===== config.mk =====
export PLATFORM = sky130hd
export DESIGN_NAME = dsgate
export DESIGN_NICKNAME = d
export VERILOG_FILES = /design/src/dsgate_pkg.sv /design/src/dsgate.sv
export SDC_FILE = /design/constraint.sdc
export NUM_CORES = 1
export LEC_CHECK = 0
export BUFFER_PORTS_ARGS = -buffer_cell sky130_fd_sc_hd__buf_4
export CAP_MARGIN = 20
export CELL_PAD_IN_SITES_DETAIL_PLACEMENT = 1
export CELL_PAD_IN_SITES_GLOBAL_PLACEMENT = 2
export CORE_MARGIN = 4
export CORE_UTILIZATION = 32
export CTS_CLUSTER_SIZE = 16
export DETAILED_ROUTE_END_ITERATION = 16
export GPL_ROUTABILITY_DRIVEN = 0
export HOLD_SLACK_MARGIN = 0.08
export PLACE_DENSITY_LB_ADDON = 0.08
export SLEW_MARGIN = 20
export SYNTH_ARGS = -nofsm -noshare
export SYNTH_HDL_FRONTEND = slang
export SYNTH_SLANG_ARGS = --single-unit

===== constraint.sdc =====
create_clock -name i_clk -period 2.7 [get_ports i_clk]
set_input_delay 0.54 -clock i_clk [delete_from_list [all_inputs] [get_ports i_clk]]
set_output_delay 0.54 -clock i_clk [all_outputs]
set_load 0.03 [all_outputs]

===== src/dsgate_pkg.sv =====
// dsgate_pkg: constants for the deep-sleep peripheral clock gating block
// assumes an apb slave at the system control base; offsets are byte addresses
package dsgate_pkg;
    // ------------------------------------------------------------
    // register map
    // ------------------------------------------------------------
    localparam logic [11:0] RUN_GATE_OFS = 12'h104;
    localparam logic [11:0] SLEEP_GATE_OFS = 12'h114;
    localparam logic [11:0] DEEP_GATE_OFS = 12'h124;
    localparam logic [11:0] RUN_CFG_OFS = 12'h060;
    localparam logic [11:0] IRQ_STAT_OFS = 12'h200;
    localparam logic [11:0] IRQ_MASK_OFS = 12'h204;
    localparam logic [31:0] SYSCTL_BASE = 32'h400FE000;
    // ------------------------------------------------------------
    // fields
    // ------------------------------------------------------------
    localparam logic [31:0] GATE_IMPL_MASK = 32'h070F0013;
    localparam logic [31:0] GATE_RESET = 32'h00000000;
    localparam int AUTO_GATE_BIT = 27;
    localparam int NUM_PERIPH = 10;
    localparam int PERIPH_BITS = 4;
    // bit position of each gated unit, unit index 0..9
    localparam logic [9:0][4:0] PERIPH_POS = {5'h1A, 5'h19, 5'h18, 5'h13, 5'h12,
                                              5'h11, 5'h10, 5'h04, 5'h01, 5'h00};
    // interrupt status bits
    localparam int IRQ_FAULT_BIT = 0;
    localparam int IRQ_STATE_BIT = 1;
    localparam logic [31:0] IRQ_IMPL_MASK = 32'h00000003;
    // power states
    typedef enum logic [1:0] {DSG_RUN, DSG_SLEEP, DSG_DEEP} dsg_pstate_t;
endpackage


===== src/dsgate.sv =====
// dsgate: run, sleep and deep-sleep peripheral clock gating registers
// assumes an apb master on i_clk and a power sequencer that drives i_pstate
//
// Decided for this implementation: the APB register port.
`timescale 1ns/1ps
`default_nettype none

// Function
// RULE1 - each bit enables one peripheral clock
// RULE2 - access to gated peripheral returns bus fault
// RULE3 - all gating bits reset to zero
// RULE4 - three registers, power state selects one
// RULE5 - low-power registers used only with auto-gating
// RULE6 - deep-sleep register decodes at 0x124
// RULE7 - bit 26 gates analog comparator 2
// RULE8 - bits 31:27 read zero, read-only
// RULE9 - software enables needed peripherals after reset
// RULE10 - bits 19:16 gate timers 3..0
// RULE11 - bit 4 gates sync serial port 0
// RULE12 - bits 1,0 gate serial ports 1,0
// RULE13 - bits 25,24 gate comparators; others read zero
module dsgate (
    // clock and reset
    input wire logic i_clk,
    input wire logic i_rst,
    // apb slave
    input wire logic i_psel,
    input wire logic i_penable,
    input wire logic i_pwrite,
    input wire logic [11:0] i_paddr,
    input wire logic [31:0] i_pwdata,
    output logic [31:0] o_prdata,
    output logic o_pready,
    output logic o_pslverr,
    // power state from the sequencer
    input wire logic [1:0] i_pstate,
    // peripheral access check
    input wire logic i_periph_req,
    input wire logic [3:0] i_periph_sel,
    output logic o_periph_fault,
    // clock enables, unit index order analog_cmp2_clk_en..serial_port0_clk_en
    output logic [9:0] o_clk_en,
    // interrupt
    output logic o_irq
);
    // ------------------------------------------------------------
    // registers
    // ------------------------------------------------------------
    logic [31:0] run_gate_reg;
    logic [31:0] sleep_gate_reg;
    logic [31:0] deep_gate_reg;
    logic auto_gate_reg;
    logic [31:0] irq_stat_reg;
    logic [31:0] irq_mask_reg;
    logic [31:0] prdata_reg;
    logic pready_reg;
    logic pslverr_reg;
    logic fault_reg;
    logic [9:0] clk_en_reg;
    logic irq_reg;
    logic [1:0] pstate_prev_reg;

    // ------------------------------------------------------------
    // decode
    // ------------------------------------------------------------
    // compares use the full offset; anything unmatched answers with an error
    wire logic setup = i_psel && !i_penable;
    wire logic access = i_psel && i_penable && pready_reg;
    wire logic wr = access && i_pwrite;
    wire logic rd = access && !i_pwrite;
    wire logic hit_run = (i_paddr == dsgate_pkg::RUN_GATE_OFS);
    wire logic hit_sleep = (i_paddr == dsgate_pkg::SLEEP_GATE_OFS);
    wire logic hit_deep = (i_paddr == dsgate_pkg::DEEP_GATE_OFS); // RULE6
    wire logic hit_cfg = (i_paddr == dsgate_pkg::RUN_CFG_OFS);
    wire logic hit_stat = (i_paddr == dsgate_pkg::IRQ_STAT_OFS);
    wire logic hit_mask = (i_paddr == dsgate_pkg::IRQ_MASK_OFS);
    wire logic hit_any = hit_run | hit_sleep | hit_deep | hit_cfg | hit_stat | hit_mask;
    wire logic [31:0] wmask = i_pwdata & dsgate_pkg::GATE_IMPL_MASK; // RULE8 RULE13

    // read mux; reserved bits never stored so they read zero
    logic [31:0] rd_mux;
    always_comb begin
        if (hit_run) begin
            rd_mux = run_gate_reg;
        end else if (hit_sleep) begin
            rd_mux = sleep_gate_reg;
        end else if (hit_deep) begin
            rd_mux = deep_gate_reg; // RULE8
        end else if (hit_cfg) begin
            rd_mux = {4'h0, auto_gate_reg, 27'h0000000};
        end else if (hit_stat) begin
            rd_mux = irq_stat_reg;
        end else if (hit_mask) begin
            rd_mux = irq_mask_reg;
        end else begin
            rd_mux = 32'h00000000;
        end
    end

    // ------------------------------------------------------------
    // active gate selection
    // ------------------------------------------------------------
    // low-power registers only apply when auto gating is selected
    wire logic use_sleep = (i_pstate == 2'(dsgate_pkg::DSG_SLEEP)) && auto_gate_reg; // RULE5
    wire logic use_deep = (i_pstate == 2'(dsgate_pkg::DSG_DEEP)) && auto_gate_reg; // RULE5
    wire logic [31:0] active_gate = use_deep ? deep_gate_reg :
                                    (use_sleep ? sleep_gate_reg : run_gate_reg); // RULE4
    // one enable per unit, picked from its bit position in the active register
    logic [9:0] clk_en_next;
    genvar g;
    generate
        for (g = 0; g < dsgate_pkg::NUM_PERIPH; g++) begin : g_unit
            assign clk_en_next[g] = active_gate[dsgate_pkg::PERIPH_POS[g]]; // RULE1
        end
    endgenerate
    // an out-of-range unit number never indexes past the enable vector
    wire logic [3:0] sel_ok = (i_periph_sel < 4'(dsgate_pkg::NUM_PERIPH)) ?
                              i_periph_sel : 4'h0;
    wire logic fault_next = i_periph_req &&
                            ((i_periph_sel >= 4'(dsgate_pkg::NUM_PERIPH)) ||
                             !clk_en_reg[sel_ok]); // RULE2
    wire logic state_chg = (pstate_prev_reg != i_pstate);

    // ------------------------------------------------------------
    // gating registers
    // ------------------------------------------------------------
    // writes only land in implemented bits
    always_ff @(posedge i_clk) begin
        if (i_rst) begin
            run_gate_reg <= dsgate_pkg::GATE_RESET; // RULE3
            sleep_gate_reg <= dsgate_pkg::GATE_RESET;
            deep_gate_reg <= dsgate_pkg::GATE_RESET; // RULE3
            auto_gate_reg <= 1'b0;
        end else if (wr) begin
            if (hit_run) begin
                run_gate_reg <= wmask;
            end
            if (hit_sleep) begin
                sleep_gate_reg <= wmask;
            end
            if (hit_deep) begin
                deep_gate_reg <= wmask; // RULE7 RULE10 RULE11 RULE12 RULE13
            end
            if (hit_cfg) begin
                auto_gate_reg <= i_pwdata[dsgate_pkg::AUTO_GATE_BIT];
            end
        end
    end

    // clock enables and fault, registered so outputs come from flops
    always_ff @(posedge i_clk) begin
        if (i_rst) begin
            clk_en_reg <= 10'h000;
            fault_reg <= 1'b0;
            pstate_prev_reg <= 2'h0;
        end else begin
            clk_en_reg <= clk_en_next; // RULE1
            fault_reg <= fault_next; // RULE2
            pstate_prev_reg <= i_pstate;
        end
    end

    // ------------------------------------------------------------
    // interrupts
    // ------------------------------------------------------------
    // sticky events; a new event in the read-clear cycle survives
    wire logic [31:0] irq_ev = {30'h0, state_chg, fault_next};
    // clear only what the reader was shown: an event landing between setup
    // and access was not in the read data and must stay set
    wire logic [31:0] irq_clr = (rd && hit_stat) ? prdata_reg : 32'h00000000;
    always_ff @(posedge i_clk) begin
        if (i_rst) begin
            irq_stat_reg <= 32'h00000000;
            irq_mask_reg <= 32'h00000000;
            irq_reg <= 1'b0;
        end else begin
            irq_stat_reg <= (irq_stat_reg & ~irq_clr) | irq_ev;
            if (wr && hit_mask) irq_mask_reg <= i_pwdata & dsgate_pkg::IRQ_IMPL_MASK;
            irq_reg <= |(((irq_stat_reg & ~irq_clr) | irq_ev) & irq_mask_reg);
        end
    end

    // ------------------------------------------------------------
    // apb response
    // ------------------------------------------------------------
    // no wait state: pready rises the cycle after the setup phase
    always_ff @(posedge i_clk) begin
        if (i_rst) begin
            pready_reg <= 1'b0;
            pslverr_reg <= 1'b0;
            prdata_reg <= 32'h00000000;
        end else if (setup) begin
            pready_reg <= 1'b1;
            pslverr_reg <= !hit_any;
            prdata_reg <= rd_mux;
        end else begin
            pready_reg <= 1'b0;
            pslverr_reg <= 1'b0;
            prdata_reg <= 32'h00000000;
        end
    end

    // every output is a flop, so nothing combinational reaches the pins
    assign o_prdata = prdata_reg;
    assign o_pready = pready_reg;
    assign o_pslverr = pslverr_reg;
    assign o_periph_fault = fault_reg;
    assign o_clk_en = clk_en_reg;
    assign o_irq = irq_reg;
endmodule

`default_nettype wire


==> run metrics, run 1 <==
Num Clock Sinks 113; FF-to-FF setup slack 0.91 ns; Root Buffer clkbuf_16; Detail Route Antenna Nets 0; number of global-route vias before repair 3684; pwr dens 704 mW/mm^2; post_cts resized 0; Die Width 124 um; core box area 0.0128 mm^2; final core utilization 44.3%; Detailed Route Iter0 Violations 108; clock network power share 54.6%; Hold Fails Final Rpt 0; asr flop ratio synth 0%; most numerous cell in the Yosys netlist dfxtp_1; Die Area 0.0153 mm^2; top cells by count, synth 113 x dfxtp_1, 57 x nand2_1, 49 x mux2i_1, 45 x a21oi_1, 43 x nor2_1; drt pass-1 iters 4; # setup viols final 0; via count 3470; worst r2r path cells 5; Final TNS setup 0 ns; I/O Buffers 80; unrepaired setup endpoints after global routing no; largest net degree at the start of global routing 46; per-cell routed wire length 16.3 um; switching share of total power 21.1%; first-pass GRT wire length 19.0 mm; reg2reg end run_gate_reg[26]; layout cells sized above 1 25.2%; register area share after synthesis 53.0%; GRT Util Overall 16.4%; CP Launch Point i_paddr[6]; H-tree Lvls 4; Worst-Margin Slew 0.502 ns; total congestion overflow 0; Core Rows 41; synthesized area 0.00427 mm^2; Die Span Y 124 um; Worst Path Required 2.97 ns; Clock transition at path regs 0.05 ns; post-layout minimum cycle time 1.99 ns; Sw Pwr 846 uW; critical path capture point sleep_gate_reg[0]; Worst R2R Start o_pready; initial core utilization 33.3%; ant diodes 0; I/O Pins 102; Area contributors post-synth dfxtp_1 53%, mux2i_1 11%, a21oi_1 5.3%; CTS buffer count 17; dpl hpwl 8.07 mm; Final #Nets 586; warnings from Yosys 0; area growth from synthesis to final layout 33.2%; syn_nets 496; DRC violations left 0; Cell Count, Final, Fillers Out 715; clock latency on the worst-skew pair 0.41 ns; hold wc startpoint i_pwdata[27]; post-synth top area cell dfxtp_1; Setup CP Type input port to flop; final cycle utilization of the critical path 73.7%; Top FF cell, synth dfxtp_1; deepest clock path buffer count 2; Reg power frac 42.0%; area share of the largest cell type after synthesis 53.0%; Pint 3.16 mW; max_slew headroom 66.5%; combinational group share of total power 3.5%; initial antenna violation count 0; synthesized flop and latch total 113; vias per cell 4.85; hold buffers post-CTS 0; max-slew violations 0; Startpoint Class input port; final wirelength 11.7 mm; maxcap violations 0; crit end category flop; Peak Freq 0.502 GHz; CP arrival 2.26 ns; number of synthesized flops with an enable pin 0; Leakage 2.34 nW; Synth cell types 45; count of placed standard cells including taps 683; Layout Skew 0.00972 ns; Avg Synthesized Cell Area 9.70 um^2; Tot Pwr 4.01 mW; VDD IR max 0.381 mV; TritonCTS clock tree done; Hold Crit Class input port to flop; Post CTS Setup Buffer Count 0; Mapped Cells 440; outcome complete, no violations; CP Max Fanout 11
-- metal layers --
| layer | vias up | GRT usage, % | routed length (um) |
|---|---|---|---|
| met5 | - | 0 | 0 |
| met4 | 0 | 6.85 | 186 |
| met3 | 15 | 5.63 | 673 |
| met2 | 67 | 25.8 | 5460 |
| met1 | 1675 | 20.4 | 5340 |
| li1 | 1713 | - | - |
-- power by group through the flow --
stage               logic [mW]  clock network, mW  registers (mW)
CTS                      0.141               2.24            1.68
floorplan               0.0586                  0            1.72
global placement         0.139                  0            1.72
global route             0.152               2.33            1.68
detailed placement       0.141                  0            1.72
finish                   0.138               2.19            1.68
-- through the flow --
step                      hold WS [ns]  worst slack (ns)  area (um^2)
final                            0.372             0.710         5690
after global routing             0.386             0.569         5690
after CTS                        0.359             0.694         5690
after detailed placement         0.420             0.268         5100
after global placement           0.414             0.336         5100
after floorplan                  0.407             0.576         4270
-- worst max-delay path, cell delays in order --
cell      delay, ns
buf_4          0.14
nand3b_2       0.25
or3_1          0.35
buf_4          0.20
nor4_2         0.22
buf_4          0.28
mux2i_1        0.23
nor2_1         0.05
-- how the worst min path moves through the flow --
stage / end / slack, ns / depth (start not counted)
2_1_floorplan: irq_stat_reg[10] / 0.41 / 2
3_3_place_gp: irq_stat_reg[2] / 0.41 / 2
3_5_place_dp: irq_stat_reg[30] / 0.42 / 1
4_1_cts: auto_gate_reg / 0.36 / 3
5_1_grt: deep_gate_reg[18] / 0.39 / 3
6_report: auto_gate_reg / 0.37 / 3
-- cells in the final DEF (no fill, tap or decap), drive strengths merged, types with 2 or more instances in the layout --
master    synthesis  routed
nand2b            3       3
a221oi            2       2
clkinvlp          0       2
nor2             43      43
mux2i            49      49
nor3              4       4
clkinv            0       6
nor2b             5       5
and3              3       3
nand3b            4       4
a21oi            45      45
o2bb2ai           8       8
nand2            57      57
inv               6       6
a211oi           10      10
bufinv            0       2
xnor2             2       2
dfxtp           113     113
and2             22      22
nor3b             2       2
nor4              7       7
o21ai             2       2
buf              12      98
a22oi            10      10
clkbuf           15      22
-- layout make-up --
class                           instances  area (um^2)
Clock buffer                           22          474
Sequential cell                       113         2260
Multi-Input combinational cell        294         1870
Clock inverter                         10          109
Tap cell                              172          215
Timing Repair Buffer                   98          736
Fill cell                            1494         7140
Inverter                                6         22.5
-- cells by family after synthesis --
logic type | count (synthesis) | synth area share [%]
buffers and inverters | 33 | 3.55
AND/OR/NAND/NOR | 157 | 18.7
AO/OA/AOI/OAI | 86 | 12.9
multiplexers | 49 | 11.5
XOR/XNOR | 2 | 0.410
flip-flops | 113 | 53.0
No activity file was read; power rests on OpenSTA's default activity.
==> run 2, diff against run 1 <==
Clock period 2.7 ns to 2.1 ns, I/O delays scaled along.
==> run 2 against run 1 <==
Effect of this change: first-iteration DRC count is 14% higher; count of clock-buffer cells in the layout is 4 higher; clock skew is 0.0040 ns lower; combinational power is 34% higher; sequential share of layout area is 0.39 points lower; global-route usage hardly changed; total power is 25% higher; worst setup slack worse by 0.39 ns; critical path type unchanged.
==> run metrics, run 2 (synthesized netlist as in run 1, its figures left out) <==
initial core utilization 33.3%; drt pass-1 iters 4; Final #Nets 596; Fin Hold WS 0.264 ns; Die Span Y 124 um; final wirelength 11.8 mm; Worst Path Required 2.39 ns; Root Buffer clkbuf_16; Worst R2R Start o_pready; Peak Freq 0.561 GHz; # setup viols final 0; worst r2r path cells 7; final core utilization 44.8%; first-pass GRT wire length 19.2 mm; commonest non-fill, non-tap cells in the layout 113 x dfxtp_1, 107 x buf_4, 57 x nand2_1; hold path depth 2; area growth from synthesis to final layout 34.5%; H-tree Lvls 4; pwr dens 872 mW/mm^2; Layout Skew 0.00567 ns; reg2reg end sleep_gate_reg[24]; Setup CP Type input port to flop; ant diodes 0; initial antenna violation count 0; number of global-route vias before repair 3767; Hold Fails Final Rpt 0; unrepaired setup endpoints after global routing no; largest net degree at the start of global routing 46; Die Width 124 um; final cycle utilization of the critical path 84.9%; outcome complete, no violations; maxcap violations 0; Detailed Route Iter0 Violations 123; commonest non-fill, non-tap cell in the layout dfxtp_1; Startpoint Class input port; clock latency on the worst-skew pair 0.40 ns; layout cells sized above 1 25.9%; DRC violations left 0; VDD IR max 0.482 mV; Leakage 2.37 nW; hold buffers post-CTS 0; setup ws final 0.317 ns; GRT Util Overall 16.4%; I/O Pins 102; DP Worst Slack -0.105 ns; post-layout minimum cycle time 1.78 ns; Worst-Margin Slew 0.491 ns; Die Area 0.0153 mm^2; crit end category flop; CP arrival 2.07 ns; post_cts resized 0; core box area 0.0128 mm^2; max_slew headroom 67.3%; Core Rows 41; FF-to-FF setup slack 0.38 ns; I/O Buffers 80; TritonCTS clock tree done; vias per cell 4.84; Final TNS setup 0 ns; Clock transition at path regs 0.05 ns; deepest clock path buffer count 2; max-slew violations 0; per-cell routed wire length 16.3 um; Num Clock Sinks 113; total congestion overflow 0; CP Max Fanout 19; critical path capture point irq_stat_reg[25]; Post CTS Setup Buffer Count 0; CP Launch Point i_paddr[8]; dpl hpwl 8.49 mm; fill count 1453; via count 3502; CTS buffer count 17; Hold Crit Class input port to flop; Detail Route Antenna Nets 0
## run 2: metal layers
| layer | wire, um | vias to the layer above | track usage, % |
|---|---|---|---|
| met5 | 0 | - | 0 |
| met1 | 5280 | 1692 | 20.5 |
| li1 | - | 1727 | - |
| met4 | 170 | 0 | 6.57 |
| met3 | 644 | 16 | 5.17 |
| met2 | 5680 | 67 | 26.2 |
## run 2: area by class of cell
cell class | count | area (um^2) | area share, %
inverters | 6 | 22.5 | 0.392
repair buffers | 108 | 823 | 14.3
clock buffers | 26 | 499 | 8.69
multi-input cells | 294 | 1870 | 32.5
well taps | 172 | 215 | 3.75
clock inverters | 5 | 52.6 | 0.915
flip-flops and latches | 113 | 2260 | 39.4
## run 2: worst max-delay path: stages
cell      delay, ns
buf_4          0.13
or4b_4         0.55
nor3_4         0.15
and4bb_1       0.40
buf_4          0.31
a21oi_1        0.11
## run 2: worst min path at each step
stage | start | end | slack, ns
2_1_floorplan | irq_stat_reg[10] | irq_stat_reg[10] | 0.41
3_3_place_gp | o_prdata[25] | irq_stat_reg[25] | 0.41
3_5_place_dp | o_prdata[9] | irq_stat_reg[9] | 0.42
4_1_cts | i_pstate[0] | pstate_prev_reg[0] | 0.25
5_1_grt | i_pstate[1] | pstate_prev_reg[1] | 0.26
6_report | i_pstate[0] | pstate_prev_reg[0] | 0.26
## run 2: report_power, final
part	internal [mW]	switching (mW)	leakage, nW
combinational	0.0838	0.101	1.19
sequential	2.16	0.00590	0.912
clock	1.74	0.921	0.270
total	3.98	1.03	2.37
## run 2: metrics by stage
stage	area [um^2]	power (mW)	std cells
CTS	5740	5.06	724
global placement	5190	2.39	693
floorplan	4270	2.29	440
finish	5740	5.01	724
global route	5740	5.18	724
detailed placement	5190	2.39	693
==> run 3, diff against run 2 <==
Clock period 2.1 ns to 1.7 ns, I/O delays scaled along.
==> run 3 against run 2 <==
Effect of this change: count of clock-buffer cells in the layout shrank 4; total power grew 33%; sequential power up 24%; die area unchanged; global-route usage grew 0.30 points; critical path depth increased by 1; highest routed layer unchanged; non-clock buffer count increased by 16; critical path type unchanged; routed wire length rose by 2.4%; cell count increased by 2.3%; design area rose by 5.0%; combinational power increased by 38%.
==> run metrics, run 3 (synthesized netlist as in run 1, its figures left out) <==
via count 3557; gr busiest metal met2; first-pass GRT wire length 19.3 mm; Hold Crit Class input port to flop; initial core utilization 33.3%; CTS buffer count 17; dpl hpwl 8.68 mm; GRT Util Overall 16.7%; Layout Skew 0.00436 ns; placed inst area 0.00536 mm^2; largest net degree at the start of global routing 46; Final #Nets 612; ant diodes 0; # setup viols final 0; vias per cell 4.80; Die Width 124 um; CP Max Fanout 12; Sw Pwr 1.33 mW; VDD IR max 0.613 mV; commonest non-fill, non-tap cell in the layout buf_4; clock network power share 56.1%; deepest clock path buffer count 2; Detail Route Antenna Nets 0; H-tree Lvls 4; maxcap violations 0; drt pass-1 iters 4; DRC violations left 0; core box area 0.0128 mm^2; Leakage 2.51 nW; Pint 5.34 mW; DP Worst Slack -0.358 ns; final core utilization 47.0%; Detailed Route Iter0 Violations 96; switching share of total power 19.9%; crit end category flop; final instance area 0.00603 mm^2; clock latency on the worst-skew pair 0.41 ns; Num Clock Sinks 113; Hold Fails Final Rpt 0; final wirelength 12.1 mm; Clock transition at path regs 0.05 ns; number of global-route vias before repair 3765; max_slew headroom 67.7%; total congestion overflow 0; initial antenna violation count 0; Startpoint Class input port; Setup CP Type input port to flop; fill count 1441; met1 usage 21.1%; I/O Buffers 80; outcome complete, no violations; final cycle utilization of the critical path 96.3%; M3 GR Usage 4.30%; Core Rows 41; combinational group share of total power 3.8%; layout cells sized above 1 29.7%; Die Span Y 124 um; met2 Usage GRT 27.3%; Reg power frac 40.1%; Worst-Margin Slew 0.485 ns; area growth from synthesis to final layout 41.3%; I/O Pins 102; Peak Freq 0.611 GHz; Die Area 0.0153 mm^2; pwr dens 1110 mW/mm^2; TritonCTS clock tree done; commonest non-fill, non-tap cells in the layout 118 x buf_4, 113 x dfxtp_1, 56 x nand2_1; setup ws final 0.0632 ns; max-slew violations 0; Worst Path Required 2.00 ns; per-cell routed wire length 16.3 um; Root Buffer clkbuf_16; CP arrival 1.93 ns; post-layout minimum cycle time 1.64 ns
==> run 3: cell types whose count changed in the layout (fill, tap and decap cells not counted), moves of 2 or more <==
cell,before,now
nor4_1,4,2
buf_12,1,4
bufinv_16,1,4
buf_4,107,118
buf_6,0,2
clkbuf_1,5,2
==> run 3: worst max-delay path, cell delays in order <==
cell and delay (ns):
buf_4 0.13, or4b_4 0.56, nor3_4 0.17, and4bb_2 0.32, buf_4 0.19, buf_12 0.14
a21oi_1 0.07
==> run 3: metrics by stage <==
| stage | hold slack [ns] | setup TNS (ns) | cells | total power [mW] |
|---|---|---|---|---|
| 2_1_floorplan | 0.407 | -4.32 | 440 | 2.83 |
| 3_3_place_gp | 0.413 | -26.79 | 708 | 2.98 |
| 3_5_place_dp | 0.421 | -28.01 | 708 | 2.98 |
| 4_1_cts | 0.170 | 0 | 740 | 6.76 |
| 5_1_grt | 0.187 | -0.0762 | 741 | 6.91 |
| 6_report | 0.189 | 0 | 741 | 6.67 |
==> run 3: what timing repair did <==
action / CTS / global route
setup endpoints to repair: 0 / 34
resized for setup: 0 / 8
buffers inserted: 0 / 1
hold buffers: 0 / 0
hold endpoints to repair: 0 / 0
==> run 3: power by group through the flow <==
| stage | sequential (mW) | combinational (mW) | clock, mW |
|---|---|---|---|
| after global placement | 2.73 | 0.250 | 0 |
| after floorplan | 2.73 | 0.0978 | 0 |
| final | 2.67 | 0.256 | 3.74 |
| after CTS | 2.67 | 0.255 | 3.84 |
| after detailed placement | 2.73 | 0.254 | 0 |
| after global routing | 2.67 | 0.278 | 3.97 |
==> run 3: final timing paths <==
path	start	to	slack [ns]	cells past startpoint
max	i_paddr[8]	irq_stat_reg[29]	0.06	7
min	i_pstate[0]	pstate_prev_reg[0]	0.19	2
min reg2reg	o_prdata[3]	irq_stat_reg[3]	0.42	1
max reg2reg	o_clk_en[9]	irq_stat_reg[0]	0.13	6
==> run 3: layer usage <==
layer	vias up	wire length, um
li1	1770	-
met1	1713	5540
met2	58	5830
met3	16	490
met4	0	198
met5	-	0
==> run 3: area by class of cell <==
| class | count | area [um^2] | area share, % |
|---|---|---|---|
| Timing Repair Buffer | 124 | 988 | 16.4 |
| Sequential cell | 113 | 2260 | 37.5 |
| Multi-Input combinational cell | 294 | 1910 | 31.7 |
| Clock inverter | 10 | 156 | 2.59 |
| Inverter | 6 | 22.5 | 0.373 |
| Clock buffer | 22 | 474 | 7.86 |
| Tap cell | 172 | 215 | 3.57 |
